`src/verilog/timer_irq_pkg.sv`:
```
// Purpose: Constants shared by the timer, watchdog and interrupt block.
// Assumes: One instruction cycle per clk edge at 100 MHz.
// Notes: Functional notes follow.
// Functional notes
// - 7-bit write-only config loaded from work_reg
// - Ratio field divides timer 2^(n+1), watchdog 2^n
// - Config bit 3 gives prescaler to watchdog
// - Config bit 4 one counts falling edge
// - Config bit 5 one selects external count pin
// - Config bit 6 one means rising-edge pin interrupt
// - Timer mode unprescaled increments each instruction cycle
// - Timer write blocks increments two cycles
// - Count pin synchronised before counting, small delay
// - Watchdog time-out resets device, clears status
// - Watchdog disabled when power control bit 7 low
// - Watchdog 18 ms times selected ratio
// - Kick or sleep clears watchdog and its prescaler
// - Prescaler 8-bit down counter, all ones on reset
// - Timer write clears prescaler when timer owns it
// - Taken interrupt clears global enable, vectors 008h
// - Return op sets global enable again
// - Flags set regardless of enable; read ANDs both
// - Software interrupt op vectors to 002h
// - Selected pin edge sets flag bit 2
// - Pin interrupt wakes sleep; vector if global enabled
// - Timer rollover sets flag bit 0
// - Enabled second-port change sets flag bit 1
`default_nettype none
package timer_irq_pkg;
	localparam int CFG_W = 7;
	localparam int CFG_RATIO_LSB = 0;
	localparam int CFG_ASSIGN_BIT = 3;
	localparam int CFG_EDGE_BIT = 4;
	localparam int CFG_SRC_BIT = 5;
	localparam int CFG_IRQ_EDGE_BIT = 6;
	localparam logic [6:0] CFG_RESET = 7'h3F;
	localparam logic [7:0] PSC_RESET = 8'hFF;
	localparam logic [1:0] WRITE_INHIBIT_CYCLES = 2'h2;
	localparam int EN_GLOBAL_BIT = 7;
	localparam int FLAG_TIMER_BIT = 0;
	localparam int FLAG_PORT_BIT = 1;
	localparam int FLAG_PIN_BIT = 2;
	localparam int WATCHDOG_ON_BIT = 7;
	localparam logic [11:0] IRQ_VECTOR = 12'h008;
	localparam logic [11:0] SOFT_IRQ_VECTOR = 12'h002;
	localparam int CLK_PERIOD_NS = 10;
	localparam int WATCHDOG_TIMEOUT_NS = 18000000;
	localparam int WATCHDOG_TIMEOUT_CYCLES = WATCHDOG_TIMEOUT_NS / CLK_PERIOD_NS;
endpackage
`default_nettype wire

```
`src/verilog/timer_watchdog_prescaler_irq.sv`:
```
// Purpose: 8-bit timer/counter, watchdog, shared prescaler and interrupt control.
// Assumes: Control ops are one-cycle pulses from the core; pins synchronous to clk.
// Notes: The watchdog oscillator is modelled by counting clk, which keeps running in sleep.
`default_nettype none
module timer_watchdog_prescaler_irq
	import timer_irq_pkg::*;
#(
	parameter int WDT_CYCLES = WATCHDOG_TIMEOUT_CYCLES
) (
	input wire logic clk,
	input wire logic rstn,
	input wire logic [7:0] work_reg,
	input wire logic cfg_load_op,
	input wire logic timer_wr,
	input wire logic [7:0] timer_wdata,
	input wire logic irq_enable_wr,
	input wire logic irq_flag_wr,
	input wire logic [7:0] power_ctrl_reg,
	input wire logic [7:0] port_change_on,
	input wire logic kick_watchdog_op,
	input wire logic sleep_op,
	input wire logic irq_return_op,
	input wire logic soft_irq_op,
	input wire logic ext_count_pin,
	input wire logic ext_irq_pin,
	input wire logic [7:0] second_port_pins,
	output logic [7:0] timer_count,
	output logic [7:0] irq_enable_rdata,
	output logic [7:0] irq_flag_rdata,
	output logic timeout_status_n,
	output logic sleeping,
	output logic wake,
	output logic vector_valid,
	output logic [11:0] vector_addr,
	output logic watchdog_reset
);
	// Overview: all state lives in one packed struct. One combinational process
	// works out the next copy and one clocked process registers it, so every
	// flop shares the same asynchronous reset and no field has two drivers.
	// Priority inside the next-state process runs from top to bottom: later
	// assignments win. The watchdog time-out sits last because it acts as a
	// device reset and must override any software write landing in that cycle except the count of a timer write.
	// The timer count itself survives a time-out, as the time-out branch leaves tmr alone;
	// software that needs a known count writes it after restart.
	typedef struct packed {
		// Configuration, timer count and its write inhibit
		logic [6:0] cfg;
		logic [7:0] tmr;
		logic [1:0] inhibit;
		// Shared prescaler and watchdog base counter
		logic [7:0] psc;
		logic [31:0] wdt_cnt;
		// Interrupt enables, flags, status and power state
		logic global_irq_on;
		logic [2:0] en;
		logic [2:0] flags;
		logic to_n;
		logic sleeping;
		// Pin synchronisers and their delayed copies for edge detect
		logic cnt_s1;
		logic cnt_s2;
		logic cnt_prev;
		logic irq_s1;
		logic irq_s2;
		logic irq_prev;
		logic [7:0] port_s1;
		logic [7:0] port_s2;
		logic [7:0] port_prev;
		// One-cycle pulses and the vector they carry
		logic wdt_rst;
		logic vec_valid;
		logic [11:0] vec_addr;
		logic wake;
	} state_t;

	state_t state_reg;
	state_t state_next;

	// Masked low prescaler bits that must reach zero for one output tick
	function automatic logic [7:0] ratio_mask(input logic [2:0] ratio, input logic for_wdt);
		logic [8:0] one_hot;
		one_hot = 9'h001 << (for_wdt ? {1'b0, ratio} : ({1'b0, ratio} + 4'h1));
		ratio_mask = 8'(one_hot - 9'h001);
	endfunction

	// Edge decode shared by the count pin and the interrupt pin; both compare
	// the second synchroniser stage against its delayed copy
	function automatic logic edge_hit(input logic cur, input logic prev, input logic falling);
		edge_hit = falling ? (~cur & prev) : (cur & ~prev);
	endfunction

	// Decoded configuration
	logic prescale_assign;
	logic [2:0] ratio;

	// Timer and prescaler path
	logic src_tick;
	logic psc_in;
	logic psc_out;
	logic [7:0] psc_dec;
	logic timer_inc;

	// Watchdog path
	logic wdt_clear;
	logic wdt_base_tick;
	logic timeout;

	// Interrupt path
	logic pin_edge;
	logic [7:0] port_hit;
	logic port_change;
	logic wake_src;
	logic [2:0] set_flags;
	logic [2:0] pending;
	logic [2:0] flags_kept;

	// Per-pin change detect of the second port; a pin whose change enable
	// is low never reaches the flag, and each pin is one copy of this slice
	genvar gi;
	generate
		for (gi = 0; gi < 8; gi++) begin : g_port
			assign port_hit[gi] = (state_reg.port_s2[gi] ^ state_reg.port_prev[gi])
				& port_change_on[gi];
		end
	endgenerate

	// Datapath decode from the registered state
	always_comb begin
		prescale_assign = state_reg.cfg[CFG_ASSIGN_BIT];
		ratio = state_reg.cfg[CFG_RATIO_LSB +: 3];
		// Timer source: counter mode uses the chosen pin edge, timer mode every cycle
		if (state_reg.cfg[CFG_SRC_BIT]) begin
			// Pin already passed two flops, so the edge lags it by two clocks
			src_tick = edge_hit(state_reg.cnt_s2, state_reg.cnt_prev,
				state_reg.cfg[CFG_EDGE_BIT]);
		end else begin
			// The instruction clock stops in sleep, so the timer stands still
			src_tick = ~state_reg.sleeping;
		end

		// A kick or sleep in the same cycle as the base tick wins, so a late
		// kick still keeps the device out of reset
		wdt_clear = kick_watchdog_op || sleep_op;
		wdt_base_tick = power_ctrl_reg[WATCHDOG_ON_BIT] && !wdt_clear
			&& (state_reg.wdt_cnt == 32'(WDT_CYCLES - 1));
		// The prescaler feeds whichever side owns it
		psc_in = prescale_assign ? wdt_base_tick : src_tick;
		psc_dec = state_reg.psc - 8'h01;
		psc_out = psc_in && ((psc_dec & ratio_mask(ratio, prescale_assign)) == 8'h00);
		// One-to-one path when the watchdog owns the prescaler
		timer_inc = (prescale_assign ? src_tick : psc_out) && (state_reg.inhibit == 2'h0);
		timeout = prescale_assign ? psc_out : wdt_base_tick;

		// Interrupt events; the pin edge sense is inverted by the select bit
		pin_edge = edge_hit(state_reg.irq_s2, state_reg.irq_prev,
			!state_reg.cfg[CFG_IRQ_EDGE_BIT]);
		port_change = |port_hit;
		set_flags = {pin_edge, port_change,
			timer_inc && !timer_wr && (state_reg.tmr == 8'hFF)};
		pending = state_reg.flags & state_reg.en;
		// Only enabled pin and port events can end sleep; timer rollover never does, even in counter mode
		wake_src = pending[FLAG_PIN_BIT] || pending[FLAG_PORT_BIT];
		// A write can only clear flags; a same-cycle event still sets its bit
		flags_kept = irq_flag_wr ? (state_reg.flags & work_reg[2:0]) : state_reg.flags;
	end

	// Next-state logic for the whole block. Pulses default low each cycle so
	// that nothing below has to remember to drop them; registers default to
	// holding. Control ops are single-cycle strobes from the core, so a held
	// op would repeat its action each cycle, which is the caller's concern.
	// Next-state logic for the whole block
	always_comb begin
		state_next = state_reg;
		state_next.wdt_rst = 1'b0;
		state_next.vec_valid = 1'b0;
		state_next.wake = 1'b0;
		// Pin synchronisers; first stages feed only the second stages
		state_next.cnt_s1 = ext_count_pin;
		state_next.cnt_s2 = state_reg.cnt_s1;
		state_next.cnt_prev = state_reg.cnt_s2;
		state_next.irq_s1 = ext_irq_pin;
		state_next.irq_s2 = state_reg.irq_s1;
		state_next.irq_prev = state_reg.irq_s2;
		state_next.port_s1 = second_port_pins;
		state_next.port_s2 = state_reg.port_s1;
		state_next.port_prev = state_reg.port_s2;

		if (cfg_load_op) begin
			state_next.cfg = work_reg[6:0];
		end

		// Timer count: software write wins and starts the inhibit window.
		// The window keeps a write from being overtaken by an increment that
		// was already on its way through the source path.
		if (timer_wr) begin
			state_next.tmr = timer_wdata;
			state_next.inhibit = WRITE_INHIBIT_CYCLES;
		end else begin
			if (state_reg.inhibit != 2'h0) begin
				state_next.inhibit = state_reg.inhibit - 2'h1;
			end
			if (timer_inc) begin
				state_next.tmr = state_reg.tmr + 8'h01;
			end
		end

		// Shared prescaler: clears take priority over counting
		if (timer_wr && !prescale_assign) begin
			state_next.psc = 8'h00;
		end else if (wdt_clear && prescale_assign) begin
			state_next.psc = 8'h00;
		end else if (psc_in) begin
			state_next.psc = psc_dec;
		end

		// Watchdog base counter; held clear while disabled
		if (!power_ctrl_reg[WATCHDOG_ON_BIT] || wdt_clear) begin
			state_next.wdt_cnt = 32'h0000_0000;
		end else if (wdt_base_tick) begin
			state_next.wdt_cnt = 32'h0000_0000;
		end else begin
			state_next.wdt_cnt = state_reg.wdt_cnt + 32'h0000_0001;
		end
		// A kick or sleep marks the status as clean again
		if (wdt_clear) begin
			state_next.to_n = 1'b1;
		end

		// Interrupt enables and flags
		if (irq_enable_wr) begin
			state_next.en = work_reg[2:0];
			state_next.global_irq_on = work_reg[EN_GLOBAL_BIT];
		end
		state_next.flags = flags_kept | set_flags;

		// Sleep entry and wake on an enabled pin or port-change event.
		// Wake does not depend on the global enable; that only decides
		// whether a vector follows one cycle later.
		if (sleep_op) begin
			state_next.sleeping = 1'b1;
		end else if (state_reg.sleeping && wake_src) begin
			state_next.sleeping = 1'b0;
			state_next.wake = 1'b1;
		end

		// Vectoring: hardware interrupt takes priority over the software op.
		// No hardware vector is issued while asleep; the wake pulse comes first and the
		// vector follows on the next cycle if the global enable is still set.
		if (irq_return_op) begin
			state_next.global_irq_on = 1'b1;
		end else if (state_reg.global_irq_on && (|pending) && !state_reg.sleeping) begin
			state_next.global_irq_on = 1'b0;
			state_next.vec_valid = 1'b1;
			state_next.vec_addr = IRQ_VECTOR;
		end else if (soft_irq_op) begin
			state_next.vec_valid = 1'b1;
			state_next.vec_addr = SOFT_IRQ_VECTOR;
		end

		// Watchdog time-out is a device reset; the timer count is left alone.
		// Sleep is cleared too, since a time-out in sleep restarts the core
		// rather than resuming after the sleep op.
		if (timeout) begin
			state_next.cfg = CFG_RESET;
			state_next.psc = PSC_RESET;
			state_next.inhibit = 2'h0;
			state_next.wdt_cnt = 32'h0000_0000;
			state_next.global_irq_on = 1'b0;
			state_next.en = 3'h0;
			state_next.flags = 3'h0;
			state_next.sleeping = 1'b0;
			state_next.vec_valid = 1'b0;
			state_next.wake = 1'b0;
			state_next.to_n = 1'b0;
			state_next.wdt_rst = 1'b1;
		end
	end

	// State register; the reset branch loads constants only, so the
	// asynchronous path never depends on other flops
	// State register
	always_ff @(posedge clk or negedge rstn) begin
		if (!rstn) begin
			state_reg <= '0;
			state_reg.cfg <= CFG_RESET;
			state_reg.psc <= PSC_RESET;
			state_reg.to_n <= 1'b1;
		end else begin
			state_reg <= state_next;
		end
	end

	// Register read paths; unused bits read as zero
	assign timer_count = state_reg.tmr;
	assign irq_enable_rdata = {state_reg.global_irq_on, 4'h0, state_reg.en};
	assign irq_flag_rdata = {5'h00, pending};

	// Status levels
	assign timeout_status_n = state_reg.to_n;
	assign sleeping = state_reg.sleeping;

	// Event pulses, each standing for one cycle, and the vector address they carry, which holds
	assign wake = state_reg.wake;
	assign vector_valid = state_reg.vec_valid;
	assign vector_addr = state_reg.vec_addr;
	assign watchdog_reset = state_reg.wdt_rst;
endmodule
`default_nettype wire

```
`config.mk`:
```
export PLATFORM = sky130hd
export DESIGN_NAME = timer_watchdog_prescaler_irq
export DESIGN_NICKNAME = d
export VERILOG_FILES = /design/src/verilog/timer_irq_pkg.sv /design/src/verilog/timer_watchdog_prescaler_irq.sv
export SDC_FILE = /design/constraint.sdc
export NUM_CORES = 1
export LEC_CHECK = 0
export ABC_AREA = 1
export BUFFER_PORTS_ARGS = -buffer_cell sky130_fd_sc_hd__buf_2
export CAP_MARGIN = 30
export CORE_MARGIN = 2
export CORE_UTILIZATION = 50
export DETAILED_ROUTE_END_ITERATION = 10
export HOLD_SLACK_MARGIN = 0.15
export PLACE_DENSITY = 0.75
export SLEW_MARGIN = 10
export SYNTH_ARGS = -nofsm -noshare
export SYNTH_HDL_FRONTEND = slang
export SYNTH_SLANG_ARGS = --single-unit
```
`constraint.sdc`:
```
create_clock -name clk -period 2.47 [get_ports clk]
set_input_delay 0.494 -clock clk [delete_from_list [all_inputs] [get_ports clk]]
set_output_delay 0.494 -clock clk [all_outputs]
set_load 0.005 [all_outputs]
```
==> run metrics <==
CP arrival 2.80 ns; status finished with violations; Syn Inst Count 614; R2R setup slack -0.04 ns; clock slew at reported path FFs 0.10 ns; CP endpoint kind register; number of synthesized flops with an enable pin 0; crit start category register; max reg flops 58; first-pass GRT wire length 18,300 um; grt total ovfl 0; Final min period 2.51 ns; Setup-failing EPs final 1; clock sink count 101; synth warn 0; Post-Layout Cell Count 828; min-delay worst type in2reg; P_leak 0.00297 uW; Max clock buf depth 2; RR Startpoint ratio[1]; Initial Util 51.2%; crit path capture state_reg[87]; max-cap check violation count 0; drt wl/cell 13.3 um; ant diodes 0; pwr dens 631 nW/um2; HPWL Detailed 7920 um; row count 37; H-tree Lvls 3; Setup crit start ratio[1]; skew final 0.0127 ns; cell area after synthesis 5270 um2; GRT Util Overall 20.0%; fill count 887; largest net degree at the start of global routing 53; Req. time, crit path 2.76 ns; Max Freq 0.398 GHz; vias per cell 5.14; TritonCTS Buffers 9; Reg-to-Reg End state_reg[87]; Cell variety after synth 47; Final Hold Viols 0; gp weighted congestion 0.878; Die Y 107 um; Starting DRT DRC Count 218; CORE AREA 10,300 um2; Final #Nets 745; reg2reg path depth 15; critical setup path kind reg2reg; unrepaired setup endpoints after global routing yes; Tcrit/Tclk final 102%; violated checks negative setup slack; CTS root buffer clkbuf_8; final WL 11,000 um; Final WS setup -0.0397 ns; # port buffers 66; worst-skew pair later-pin latency 0.37 ns; routed via count 4,259; Synth-to-Final Area Change 15.7%; vias in the first global route 4,078; DRC 0; top_reg_cell synth dfrtp_1; #FFs+latches synth 101; Seq/Total Area, Yosys 48.3%; DRT antenna net count 0; Peak VDD IR 0.301 mV; DRT Pass-1 Iters 5; critical path fanouts, max 7; share of cells above drive strength 1 27.0%; Pins Over Slew Limit 0; CTS tree done; Placed Cells 798; full die area 11,400 um2; asr flop ratio synth 100%; Die X 107 um; Synth Area per Inst 8.58 um2; Post-Place Worst Slack -0.114 ns; IO Pins 93; initial antenna violation count 0
## through the flow
stage	hold WS, ns	instance area, um2	setup TNS [ns]	power [uW]	utilization (%)
finish	0.221	6090	-0.0397	3850	59.3
global route	0.186	6090	-2.16	4080	59.3
CTS	0.200	5850	0	3750	56.9
detailed placement	0.335	5580	-1.81	2680	54.3
global placement	0.333	5580	0	2640	54.3
floorplan	0.198	5330	0	2500	-
## worst max-delay path, stage by stage (launching register included)
cell and delay [ns]:
dfstp_2 0.59, ha_4 0.15, nand3_2 0.11, nand2_4 0.11
nand2_2 0.08, inv_2 0.10, nand2_4 0.06, ha_4 0.17
nand2_2 0.09, nand2_1 0.08, nand3_2 0.08, nand3_2 0.13
o21ai_2 0.22, nand2_4 0.11, buf_12 0.17, a31oi_1 0.17
## how the worst min path moves through the flow
stage,depth (start not counted),to,start
final,1,state_next[29],second_port_pins[6]
after global routing,1,state_next[26],second_port_pins[3]
after CTS,1,state_next[29],second_port_pins[6]
after detailed placement,0,state_next[15],state_next[23]
after global placement,0,state_next[17],state_next[25]
after floorplan,0,irq_enable_rdata[0],rstn
## layout by cell type, fill, tap and decap left out, types with 3 or more instances in the layout
cell	instances
nand2_1	111
dfrtp_1	86
buf_2	65
inv_1	63
nor2_1	63
nand3_1	34
o21ai_0	24
a21oi_1	20
conb_1	19
nand2_2	17
dfstp_2	15
buf_4	14
xor2_1	13
nand4_1	12
nor3_1	12
clkbuf_8	9
nand3_2	7
nor4_1	7
or2_2	7
inv_2	6
nand2_4	6
nor2_2	6
inv_6	5
xnor2_1	5
o211ai_1	5
mux2i_1	5
a31oi_2	4
ha_1	4
o21ai_1	3
nor3_2	3
o21a_1	3
and3_1	3
a31oi_1	3
a31oi_4	3
## power breakdown
part	switching (uW)	leakage (uW)	internal (uW)
Sequential	112	0.00124	1810
Clock	626	0.000101	402
Combinational	522	0.00163	371
## cell type report
cell class	count	area, um2	share of cell area [%]
Inverter	72	280	4.60
Clock inverter	7	73.8	1.21
Tap cell	136	170	2.79
Sequential cell	101	2550	41.8
Multi-Input combinational cell	419	2380	39.1
Timing Repair Buffer	84	517	8.48
Clock buffer	9	124	2.03
## Yosys cell counts (5+ instances only)
| master | count | area [um2] |
|---|---|---|
| a31oi_1 | 6 | 37.5 |
| nand2_2 | 12 | 75.1 |
| xor2_1 | 13 | 114 |
| o211ai_1 | 5 | 37.5 |
| nor3_1 | 12 | 60.1 |
| mux2i_1 | 5 | 50.1 |
| dfrtp_1 | 86 | 2150 |
| ha_1 | 6 | 75.1 |
| nand3_1 | 41 | 205 |
| o21ai_0 | 24 | 120 |
| nor4_1 | 7 | 43.8 |
| dfstp_2 | 15 | 394 |
| inv_1 | 65 | 244 |
| nor2_1 | 64 | 240 |
| buf_4 | 33 | 248 |
| inv_2 | 5 | 18.8 |
| a21oi_1 | 20 | 100 |
| nor2_2 | 5 | 31.3 |
| xnor2_1 | 5 | 43.8 |
| nand2_1 | 118 | 443 |
| nand4_1 | 12 | 75.1 |
| or2_2 | 7 | 43.8 |
## cell families after synthesis
group | count (synthesis) | synth area share, %
other | 1 | 0.0712
multiplexers | 6 | 1.16
XOR/XNOR | 18 | 2.99
AO/OA/AOI/OAI | 73 | 8.51
adder cells (fa/ha/maj) | 6 | 1.43
buffers and inverters | 114 | 11.2
flip-flops | 101 | 48.3
AND/OR/NAND/NOR | 295 | 26.3
## timing repair
action / CTS / global route
hold endpoints to repair: 22 / 0
gates resized for setup: 9 / 31
hold buffers: 1 / 0
gates cloned: 2 / 1
pin swaps: 3 / 17
endpoints found under the setup margin: 35 / 37
buffers inserted: 1 / 9
## layer usage
metal	vias up	GRT usage (%)	part of all wire, %
li1	2101	-	-
met1	2029	25.7	44
met2	111	33.6	50
met3	18	4.32	4.2
met4	0	6.59	1.4
met5	-	0	0
Note: power is estimated with default switching activity, not from simulation.
